File: config.mk
export PLATFORM = sky130hd
export DESIGN_NAME = label_filter_loopback
export DESIGN_NICKNAME = d
export VERILOG_FILES = /design/src/hdl/label_mem.v /design/src/hdl/label_filter_loopback.v
export VERILOG_INCLUDE_DIRS = /design/src /design/src/hdl
export SDC_FILE = /design/constraint.sdc
export NUM_CORES = 1
export LEC_CHECK = 0
export BUFFER_PORTS_ARGS = -buffer_cell sky130_fd_sc_hd__buf_2
export CAP_MARGIN = 5
export CORE_MARGIN = 1.5
export CORE_UTILIZATION = 25
export DETAILED_ROUTE_END_ITERATION = 8
export GPL_ROUTABILITY_DRIVEN = 0
export SLEW_MARGIN = 15
export SYNTH_ARGS = -nofsm -noshare
export SYNTH_HDL_FRONTEND = slang
export SYNTH_SLANG_ARGS = --single-unit
File: constraint.sdc
create_clock -name clk_sys -period 4.7 [get_ports clk_sys]
set_input_delay 0.94 -clock clk_sys [delete_from_list [all_inputs] [get_ports clk_sys]]
set_output_delay 0.94 -clock clk_sys [all_outputs]
set_load 0.02 [all_outputs]
File: src/hdl/label_filter_defines.vh
`ifndef LABEL_FILTER_DEFINES_VH
`define LABEL_FILTER_DEFINES_VH

// Register index within a channel block (address bits 3:2)
`define REG_IDX_DATA      2'h0
`define REG_IDX_CTRL      2'h1
`define REG_IDX_STATUS    2'h2
`define REG_IDX_LABEL     2'h3

// Address field positions
`define ADDR_REG_LSB      2
`define ADDR_REG_MSB      3
`define ADDR_DIR_BIT      4
`define ADDR_CH_LSB       5
`define ADDR_CH_MSB       8

// Receive control bits
`define RXC_LABEL_EN      1
`define RXC_RELOAD        7
`define RXC_RESET         8'h00

// Transmit control bits
`define TXC_LOOPBACK      1
`define TXC_RESET         4'h0

// Transmit status bits
`define TXS_EMPTY         0
`define TXS_LEVEL         1
`define TXS_FULL          2
`define TXS_RESET         3'h1

// Label field of a received word and pointer reload value
`define LABEL_LSB         0
`define LABEL_MSB         7
`define PTR_RESET         1'b0

`endif

File: src/hdl/label_mem.v
`timescale 1ns/1ps
`default_nettype none

// Per-channel label store; registered read port for the host and
// a combinational match port for the receiver.
module label_mem #(
  parameter DEPTH = 16,
  parameter AW    = 4
) (
  input  wire          clk_sys,
  input  wire          reset,
  input  wire          wr_en,
  input  wire [AW-1:0] wr_addr,
  input  wire [7:0]    wr_data,
  input  wire [AW-1:0] rd_addr,
  output reg  [7:0]    rd_data,
  input  wire [AW:0]   valid_count,
  input  wire [7:0]    match_label,
  output reg           match_hit
);

  reg [7:0] mem [0:DEPTH-1];
  integer   i;

  always @(posedge clk_sys) begin
    if (wr_en) begin
      mem[wr_addr] <= wr_data;
    end
  end

  always @(posedge clk_sys or posedge reset) begin
    if (reset) begin
      rd_data <= 8'h00;
    end else begin
      rd_data <= mem[rd_addr];
    end
  end

  // Only entries below the write pointer count as programmed
  always @* begin
    match_hit = 1'b0;
    for (i = 0; i < DEPTH; i = i + 1) begin
      if ((i < valid_count) && (mem[i] == match_label)) begin
        match_hit = 1'b1;
      end
    end
  end

endmodule

`default_nettype wire

File: src/hdl/label_filter_loopback.v
// Summary of operation
// - Tx status bit 0 reads 1 while the Tx FIFO is empty; 1 at reset.
// - Tx status bit 1 reads 1 at or above the configured level; 0 at reset.
// - Tx status bit 2 reads 1 when the Tx FIFO is full; 0 at reset.
// - Label memory addresses come from two counters cleared by Rx control bit 7.
// - Each label write to a non-full memory stores the byte then advances the write pointer.
// - Each label read returns the current entry then advances the read pointer.
// - Receiver compares the low eight label bits against the stored labels.
// - After a reload, only labels written afterwards are matched.
// - Loopback bit routes transmit outputs onto receive inputs internally.
// - Equal channel counts: each Tx channel feeds the same-index Rx channel.
// - Extra Rx channels without a Tx partner are fed from Tx channel 0.
// - Rx control bit 1 enables label comparison; resets to 0.
// - Reload sets both label pointers to zero.
// - Tx control bit 1 selects loopback; resets to 0.
`timescale 1ns/1ps
`default_nettype none
`include "label_filter_defines.vh"

module label_filter_loopback #(
  parameter RXN      = 2,
  parameter TXN      = 1,
  parameter LBL_AW   = 4,
  parameter LBL_SIZE = 16
) (
  input  wire             clk_sys,
  input  wire             reset,
  // Host register port, synchronous, strobes active low
  input  wire             cpu_ren_n,
  input  wire             cpu_wen_n,
  input  wire [8:0]       cpu_add,
  input  wire [7:0]       cpu_din,
  output reg  [7:0]       cpu_dout,
  // Serial lines
  input  wire [TXN-1:0]   tx_line_a,
  input  wire [TXN-1:0]   tx_line_b,
  input  wire [RXN-1:0]   rx_pin_a,
  input  wire [RXN-1:0]   rx_pin_b,
  output reg  [RXN-1:0]   rx_in_a,
  output reg  [RXN-1:0]   rx_in_b,
  // Tx FIFO state from the transmit engines
  input  wire [TXN-1:0]   tx_fifo_empty,
  input  wire [TXN-1:0]   tx_fifo_level,
  input  wire [TXN-1:0]   tx_fifo_full,
  // Received words from the receive engines
  input  wire [RXN-1:0]   rx_word_valid,
  input  wire [RXN*32-1:0] rx_word,
  output reg  [RXN-1:0]   rx_fifo_push,
  output reg  [RXN*32-1:0] rx_fifo_word,
  // Control levels for the serial engines
  output reg  [RXN-1:0]   rx_label_en,
  output reg  [TXN-1:0]   tx_loopback
);

  localparam PW = LBL_AW + 1;
  localparam [PW-1:0] PTR_STEP = {{(PW-1){1'b0}}, 1'b1};

  reg  [7:0]       rx_ctrl_reg  [0:RXN-1];
  reg  [3:0]       tx_ctrl_reg  [0:TXN-1];
  reg  [2:0]       tx_status_reg [0:TXN-1];
  reg  [PW-1:0]    wr_ptr_reg   [0:RXN-1];
  reg  [PW-1:0]    rd_ptr_reg   [0:RXN-1];
  reg              rd_pend_reg;
  reg  [3:0]       rd_ch_reg;
  reg  [1:0]       rd_sel_reg;
  reg              rd_dir_reg;
  reg  [7:0]       rd_reg_data;

  wire [3:0]       ch  = cpu_add[`ADDR_CH_MSB:`ADDR_CH_LSB];
  wire [1:0]       sel = cpu_add[`ADDR_REG_MSB:`ADDR_REG_LSB];
  wire             dir = cpu_add[`ADDR_DIR_BIT];
  wire             wr  = ~cpu_wen_n;
  wire             rd  = ~cpu_ren_n;

  wire [RXN*8-1:0] lbl_rdata;
  wire [RXN-1:0]   lbl_hit;
  integer          k;

  // Decode of a host access to one channel register
  function hit;
    input          acc;
    input          is_tx;
    input integer  want_ch;
    input [1:0]    want_sel;
    begin
      hit = acc && (dir == is_tx) && (ch == want_ch) && (sel == want_sel);
    end
  endfunction

  // Loopback source index for an Rx channel
  function integer loop_src;
    input integer r;
    begin
      if (r < TXN) begin
        loop_src = r;
      end else begin
        loop_src = 0;
      end
    end
  endfunction

  genvar g;
  generate
    for (g = 0; g < RXN; g = g + 1) begin : rxch
      wire reload = hit(wr, 1'b0, g, `REG_IDX_CTRL) && cpu_din[`RXC_RELOAD];
      wire lbl_wr = hit(wr, 1'b0, g, `REG_IDX_LABEL);
      wire lbl_rd = hit(rd, 1'b0, g, `REG_IDX_LABEL);

      label_mem #(
        .DEPTH (LBL_SIZE),
        .AW    (LBL_AW)
      ) u_mem (
        .clk_sys     (clk_sys),
        .reset       (reset),
        .wr_en       (lbl_wr && !wr_ptr_reg[g][LBL_AW]),
        .wr_addr     (wr_ptr_reg[g][LBL_AW-1:0]),
        .wr_data     (cpu_din),
        .rd_addr     (rd_ptr_reg[g][LBL_AW-1:0]),
        .rd_data     (lbl_rdata[g*8 +: 8]),
        .valid_count (wr_ptr_reg[g]),
        .match_label (rx_word[g*32+`LABEL_LSB +: `LABEL_MSB+1]),
        .match_hit   (lbl_hit[g])
      );

      always @(posedge clk_sys or posedge reset) begin
        if (reset) begin
          rx_ctrl_reg[g] <= `RXC_RESET;
          wr_ptr_reg[g]  <= {PW{`PTR_RESET}};
          rd_ptr_reg[g]  <= {PW{`PTR_RESET}};
        end else begin
          if (hit(wr, 1'b0, g, `REG_IDX_CTRL)) begin
            rx_ctrl_reg[g] <= cpu_din;
          end
          // Reload discards old entries by zeroing the valid count too
          if (reload) begin
            wr_ptr_reg[g] <= {PW{`PTR_RESET}};
            rd_ptr_reg[g] <= {PW{`PTR_RESET}};
          end else begin
            // Write pointer saturates so the memory never wraps over itself
            if (lbl_wr && !wr_ptr_reg[g][LBL_AW]) begin
              wr_ptr_reg[g] <= wr_ptr_reg[g] + PTR_STEP;
            end
            if (lbl_rd) begin
              rd_ptr_reg[g] <= rd_ptr_reg[g] + PTR_STEP;
            end
          end
        end
      end

      always @(posedge clk_sys or posedge reset) begin
        if (reset) begin
          rx_label_en[g]            <= 1'b0;
          rx_fifo_push[g]           <= 1'b0;
          rx_fifo_word[g*32 +: 32]  <= 32'h0000_0000;
          rx_in_a[g]                <= 1'b0;
          rx_in_b[g]                <= 1'b0;
        end else begin
          rx_label_en[g] <= rx_ctrl_reg[g][`RXC_LABEL_EN];
          // Unmatched words are dropped while filtering is on
          rx_fifo_push[g] <= rx_word_valid[g] &&
                             (!rx_ctrl_reg[g][`RXC_LABEL_EN] || lbl_hit[g]);
          rx_fifo_word[g*32 +: 32] <= rx_word[g*32 +: 32];
          // Loopback of the mapped transmit channel (loop_src) reroutes this Rx input
          if (tx_loopback[loop_src(g)]) begin
            rx_in_a[g] <= tx_line_a[loop_src(g)];
            rx_in_b[g] <= tx_line_b[loop_src(g)];
          end else begin
            rx_in_a[g] <= rx_pin_a[g];
            rx_in_b[g] <= rx_pin_b[g];
          end
        end
      end
    end

    for (g = 0; g < TXN; g = g + 1) begin : txch
      always @(posedge clk_sys or posedge reset) begin
        if (reset) begin
          tx_ctrl_reg[g]   <= `TXC_RESET;
          tx_status_reg[g] <= `TXS_RESET;
          tx_loopback[g]   <= 1'b0;
        end else begin
          if (hit(wr, 1'b1, g, `REG_IDX_CTRL)) begin
            tx_ctrl_reg[g] <= cpu_din[3:0];
          end
          tx_loopback[g] <= tx_ctrl_reg[g][`TXC_LOOPBACK];
          tx_status_reg[g][`TXS_EMPTY] <= tx_fifo_empty[g];
          tx_status_reg[g][`TXS_LEVEL] <= tx_fifo_level[g];
          tx_status_reg[g][`TXS_FULL]  <= tx_fifo_full[g];
        end
      end
    end
  endgenerate

  // Register read mux; label data comes a cycle later from the memory
  always @* begin
    rd_reg_data = 8'h00;
    // Loops keep every array index in range for any channel count
    for (k = 0; k < RXN; k = k + 1) begin
      if (!dir && ch == k && sel == `REG_IDX_CTRL) begin
        rd_reg_data = rx_ctrl_reg[k];
      end
    end
    for (k = 0; k < TXN; k = k + 1) begin
      if (dir && ch == k) begin
        if (sel == `REG_IDX_CTRL) begin
          rd_reg_data = {4'h0, tx_ctrl_reg[k]};
        end else if (sel == `REG_IDX_STATUS) begin
          rd_reg_data = {5'h00, tx_status_reg[k]};
        end
      end
    end
  end

  always @(posedge clk_sys or posedge reset) begin
    if (reset) begin
      rd_pend_reg <= 1'b0;
      rd_ch_reg   <= 4'h0;
      rd_sel_reg  <= 2'h0;
      rd_dir_reg  <= 1'b0;
      cpu_dout    <= 8'h00;
    end else begin
      rd_pend_reg <= rd;
      rd_ch_reg   <= ch;
      rd_sel_reg  <= sel;
      rd_dir_reg  <= dir;
      if (rd && !(!dir && sel == `REG_IDX_LABEL)) begin
        cpu_dout <= rd_reg_data;
      end else if (rd_pend_reg && !rd_dir_reg && rd_sel_reg == `REG_IDX_LABEL) begin
        // Absent channels read as zero
        cpu_dout <= (rd_ch_reg < RXN) ? lbl_rdata[rd_ch_reg*8 +: 8] : 8'h00;
      end
    end
  end

endmodule

`default_nettype wire

==> impl_results.md <==
- Outcome: finished, final reports clean
- DRT iter0 DRCs: 998
- Post-synthesis mux area share: 11.0%
- Crit path time final: 3.03 ns
- Clock slew at reported path FFs: 0.06 ns
- Largest regs: rxch.u_mem.mem: 256 flops, rx_fifo_word: 64 flops
- Critical setup path kind: primary input to flop
- Count of cell types in the netlist: 58
- Crit-path slowest cell: nor2_1
- Main combinational cell family by area after synthesis: XOR/XNOR gates
- CP top delay family: simple AND/OR/NAND/NOR gates
- Clock share of power: 43.4%
- Post-Place Cells: 2281
- M3 GR Usage: 2.26%
- Num rows: 98
- Rel. slew slack: 31.8%
- Worst EP required: 4.93 ns
- Mean routed wirelength per cell: 21.6 µm
- Yosys top cell by area: edfxtp_1
- Mean Syn Cell Area: 15.0 µm²
- Vias: 11000
- Initial core utilization: 25.4%
- Sequential Power Share: 48.3%
- Post CTS Setup Buffer Count: 0
- Largest net degree at the start of global routing: 93
- CP Data Arrival Time: 3.26 ns
- Die height: 273 µm
- Yosys Warn Count: 0
- Total clock sinks: 402
- Worst path max stage delay: 0.63 ns
- GR Overflow Total: 0
- Yosys top cell area share: 42.3%
- First-pass iteration count of the detailed router: 5
- Finished Layout Cells: 2370
- Clock Path Buffers: 3
- Final worst path period share: 64.5%
- Max Cap Viol: 0
- Root buffer cell: clkbuf_16
- Post-synthesis sequential element count: 402
- Fraction of registers with async set or reset after synthesis: 36.3%
- Die width: 273 µm
- # DRC: 0
- Commonest cells in the netlist: 256 x edfxtp_1, 165 x xnor2_1, 145 x dfrtp_1, 103 x xor2_1, 56 x mux4_2
- XOR/XNOR share of the synthesized area: 12.9%
- Setup violators final: 0
- I/O pins: 177
- Crit Path Max Fanout: 8
- Max reg flops: 256
- Ranking of synthesized cells by area: edfxtp_1 42%, dfrtp_1 20%, xnor2_1 7.9%, mux4_2 6.9%, xor2_1 5.0%
- Hold-fix buffers, CTS: 0
- Vias/cell: 4.66
- Most frequent cell after synthesis: edfxtp_1
- Core area: 71700 µm²
- Routed WL: 51.1 mm
- Worst skew pair latency: 0.60 ns
- Power Total: 0.00814 W
- Reg2reg setup slack: 2.04 ns
- CP Capture Type: flop
- Most frequent CP cell: nand2_1
- Sequential share of the synthesized area: 62.3%
- Met1 capacity usage during global routing: 18.4%
- TritonCTS clock tree: built
- Compound-Gate Fraction of Synth Area: 4.10%
- Psw: 0.00201 W
- Setup TNS: 0 ns
- Share of layout cells above drive strength 1: 25.8%
- Most common flop cell mapped by yosys: edfxtp_1
- Post-DP HPWL: 34.3 mm
- Die ar.: 74400 µm²
- Peak Freq: 0.330 GHz
- Met2 usage: 22.0%
- Area grow syn2layout: 18.0%
- Most used routing layer: met2
- Switching Share: 24.7%
- Leak Pwr: 7.55 nW
- Fin. Hold Viols: 0
- Buf/Inv on CP: 1
- Fin nets: 1486
- Largest reg by FF count: rxch.u_mem.mem
- First-pass GRT wire length: 75.7 mm
- Initial antenna violation count: 2
- Global-route usage over all layers: 13.6%
- CTS Buf Count: 47
- Post-CTS sizing: 0
- Synth Instances: 1215
- Final-report max-slew violation count: 0
- DRT antenna net count: 0
- Internal power: 0.00613 W
- Vias in the first global route: 11700
- Post-Synth Simple-Gate Area: 6.22%
- Worst path cell trace: buf_2 -> nor3_1 -> nand2_1 -> nor4_4 -> nand2_1 -> nor2_1
- Tightest Pin Transition: 1.02 ns
- PortBufs: 174
- HP Class: primary input to flop
- Power Density: 379 nW/µm²
- Startpoint class of the critical path: primary input
- Peak supply drop: 201 µV
- Syn_nets: 1321
- EDFF count, synth: 256
- RSZ-0062 raised after global routing: no
- CTS H-tree lvls: 2
- Area of the mapped netlist: 18200 µm²
- Fin util: 29.9%
- Adder-cell share of the synthesized area: 0.688%
- Comb pwr share: 8.3%
- Setup Skew: 0.0206 ns
[power by group through the flow]
| stage | combinational, W | clock (W) | sequential, W |
|---|---|---|---|
| after global routing | 0.000724 | 0.00377 | 0.00394 |
| after CTS | 0.000684 | 0.00363 | 0.00393 |
| after global placement | 0.000674 | 0 | 0.00400 |
| final | 0.000676 | 0.00353 | 0.00393 |
| after floorplan | 0.000429 | 0 | 0.00399 |
| after detailed placement | 0.000682 | 0 | 0.00400 |
[cells in the final DEF (no fill, tap or decap), types with 3 or more instances in the layout]
| master | n |
|---|---|
| a21oi_1 | 22 |
| a221oi_1 | 9 |
| a22oi_1 | 18 |
| a2bb2oi_1 | 3 |
| a31oi_1 | 5 |
| a41oi_1 | 4 |
| and2_1 | 8 |
| and3_1 | 4 |
| buf_2 | 174 |
| buf_4 | 15 |
| clkbuf_1 | 11 |
| clkbuf_16 | 48 |
| clkbuf_8 | 3 |
| clkinv_1 | 5 |
| clkinv_2 | 8 |
| clkinv_4 | 4 |
| clkinvlp_4 | 5 |
| dfrtp_1 | 142 |
| dfrtp_2 | 3 |
| edfxtp_1 | 256 |
| ha_1 | 10 |
| inv_1 | 15 |
| mux2_2 | 33 |
| mux2i_1 | 37 |
| mux4_2 | 56 |
| nand2_1 | 32 |
| nand2b_1 | 4 |
| nand3_1 | 6 |
| nand4_1 | 44 |
| nor2_1 | 40 |
| nor2b_1 | 3 |
| nor3_1 | 26 |
| nor4_1 | 27 |
| o21ai_0 | 24 |
| o21ai_1 | 3 |
| o22a_1 | 3 |
| o22ai_1 | 5 |
| xnor2_1 | 165 |
| xor2_1 | 103 |
[stage by stage]
stage          cell area, µm²  hold WS (ns)  setup WS [ns]
2_1_floorplan           18200         0.371           1.77
3_3_place_gp            20000         0.474           1.13
3_5_place_dp            20000         0.475           1.06
4_1_cts                 21500         0.405           1.70
5_1_grt                 21500         0.414           1.47
6_report                21500         0.447           1.67
[cell families (layout without fill, tap and decap cells)]
| family | after synthesis | count (layout) |
|---|---|---|
| DFF | 402 | 402 |
| xor gates and xnor gates | 268 | 268 |
| and+or+nand+nor | 208 | 208 |
| muxes | 126 | 126 |
| AOI/OAI and AO/OA | 111 | 111 |
| buffers and inverters | 90 | 294 |
| adders and majority gates | 10 | 10 |
| other | 0 | 1 |
[final timing paths]
| kind | start | to | depth (start not counted) |
|---|---|---|---|
| max | cpu_add[6] | rxch[1].u_mem.mem[6][2]$_DFFE_PP_ | 6 |
| min | rx_word[60] | rx_fifo_word[60]$_DFF_PP0_ | 1 |
| max reg2reg | wr_ptr_reg[4]$_DFFE_PP0P_ | rxch[1].u_mem.mem[6][2]$_DFFE_PP_ | 3 |
| min reg2reg | tx_ctrl_reg[1]$_DFFE_PP0P_ | tx_loopback$_DFF_PP0_ | 0 |
| max in group asynchronous | reset | rx_fifo_word[12]$_DFF_PP0_ | 3 |
| min in group asynchronous | reset | rx_fifo_word[60]$_DFF_PP0_ | 2 |
[layout make-up]
class	count	area, µm²
fillers	7095	50300
flip-flops and latches	402	11300
multi-input cells	723	6360
clock buffers	62	1280
well taps	950	1190
repair buffers	190	1000
clock inverters	26	211
inverters	16	63.8
diodes	1	2.50
[metal layers]
layer  part of all wire (%)  wire length (µm)
met3                    6.0              3060
met5                  0.020                10
met4                    3.0              1550
met2                     47             24200
met1                     44             22300
Power figures use the tool's default switching activity.
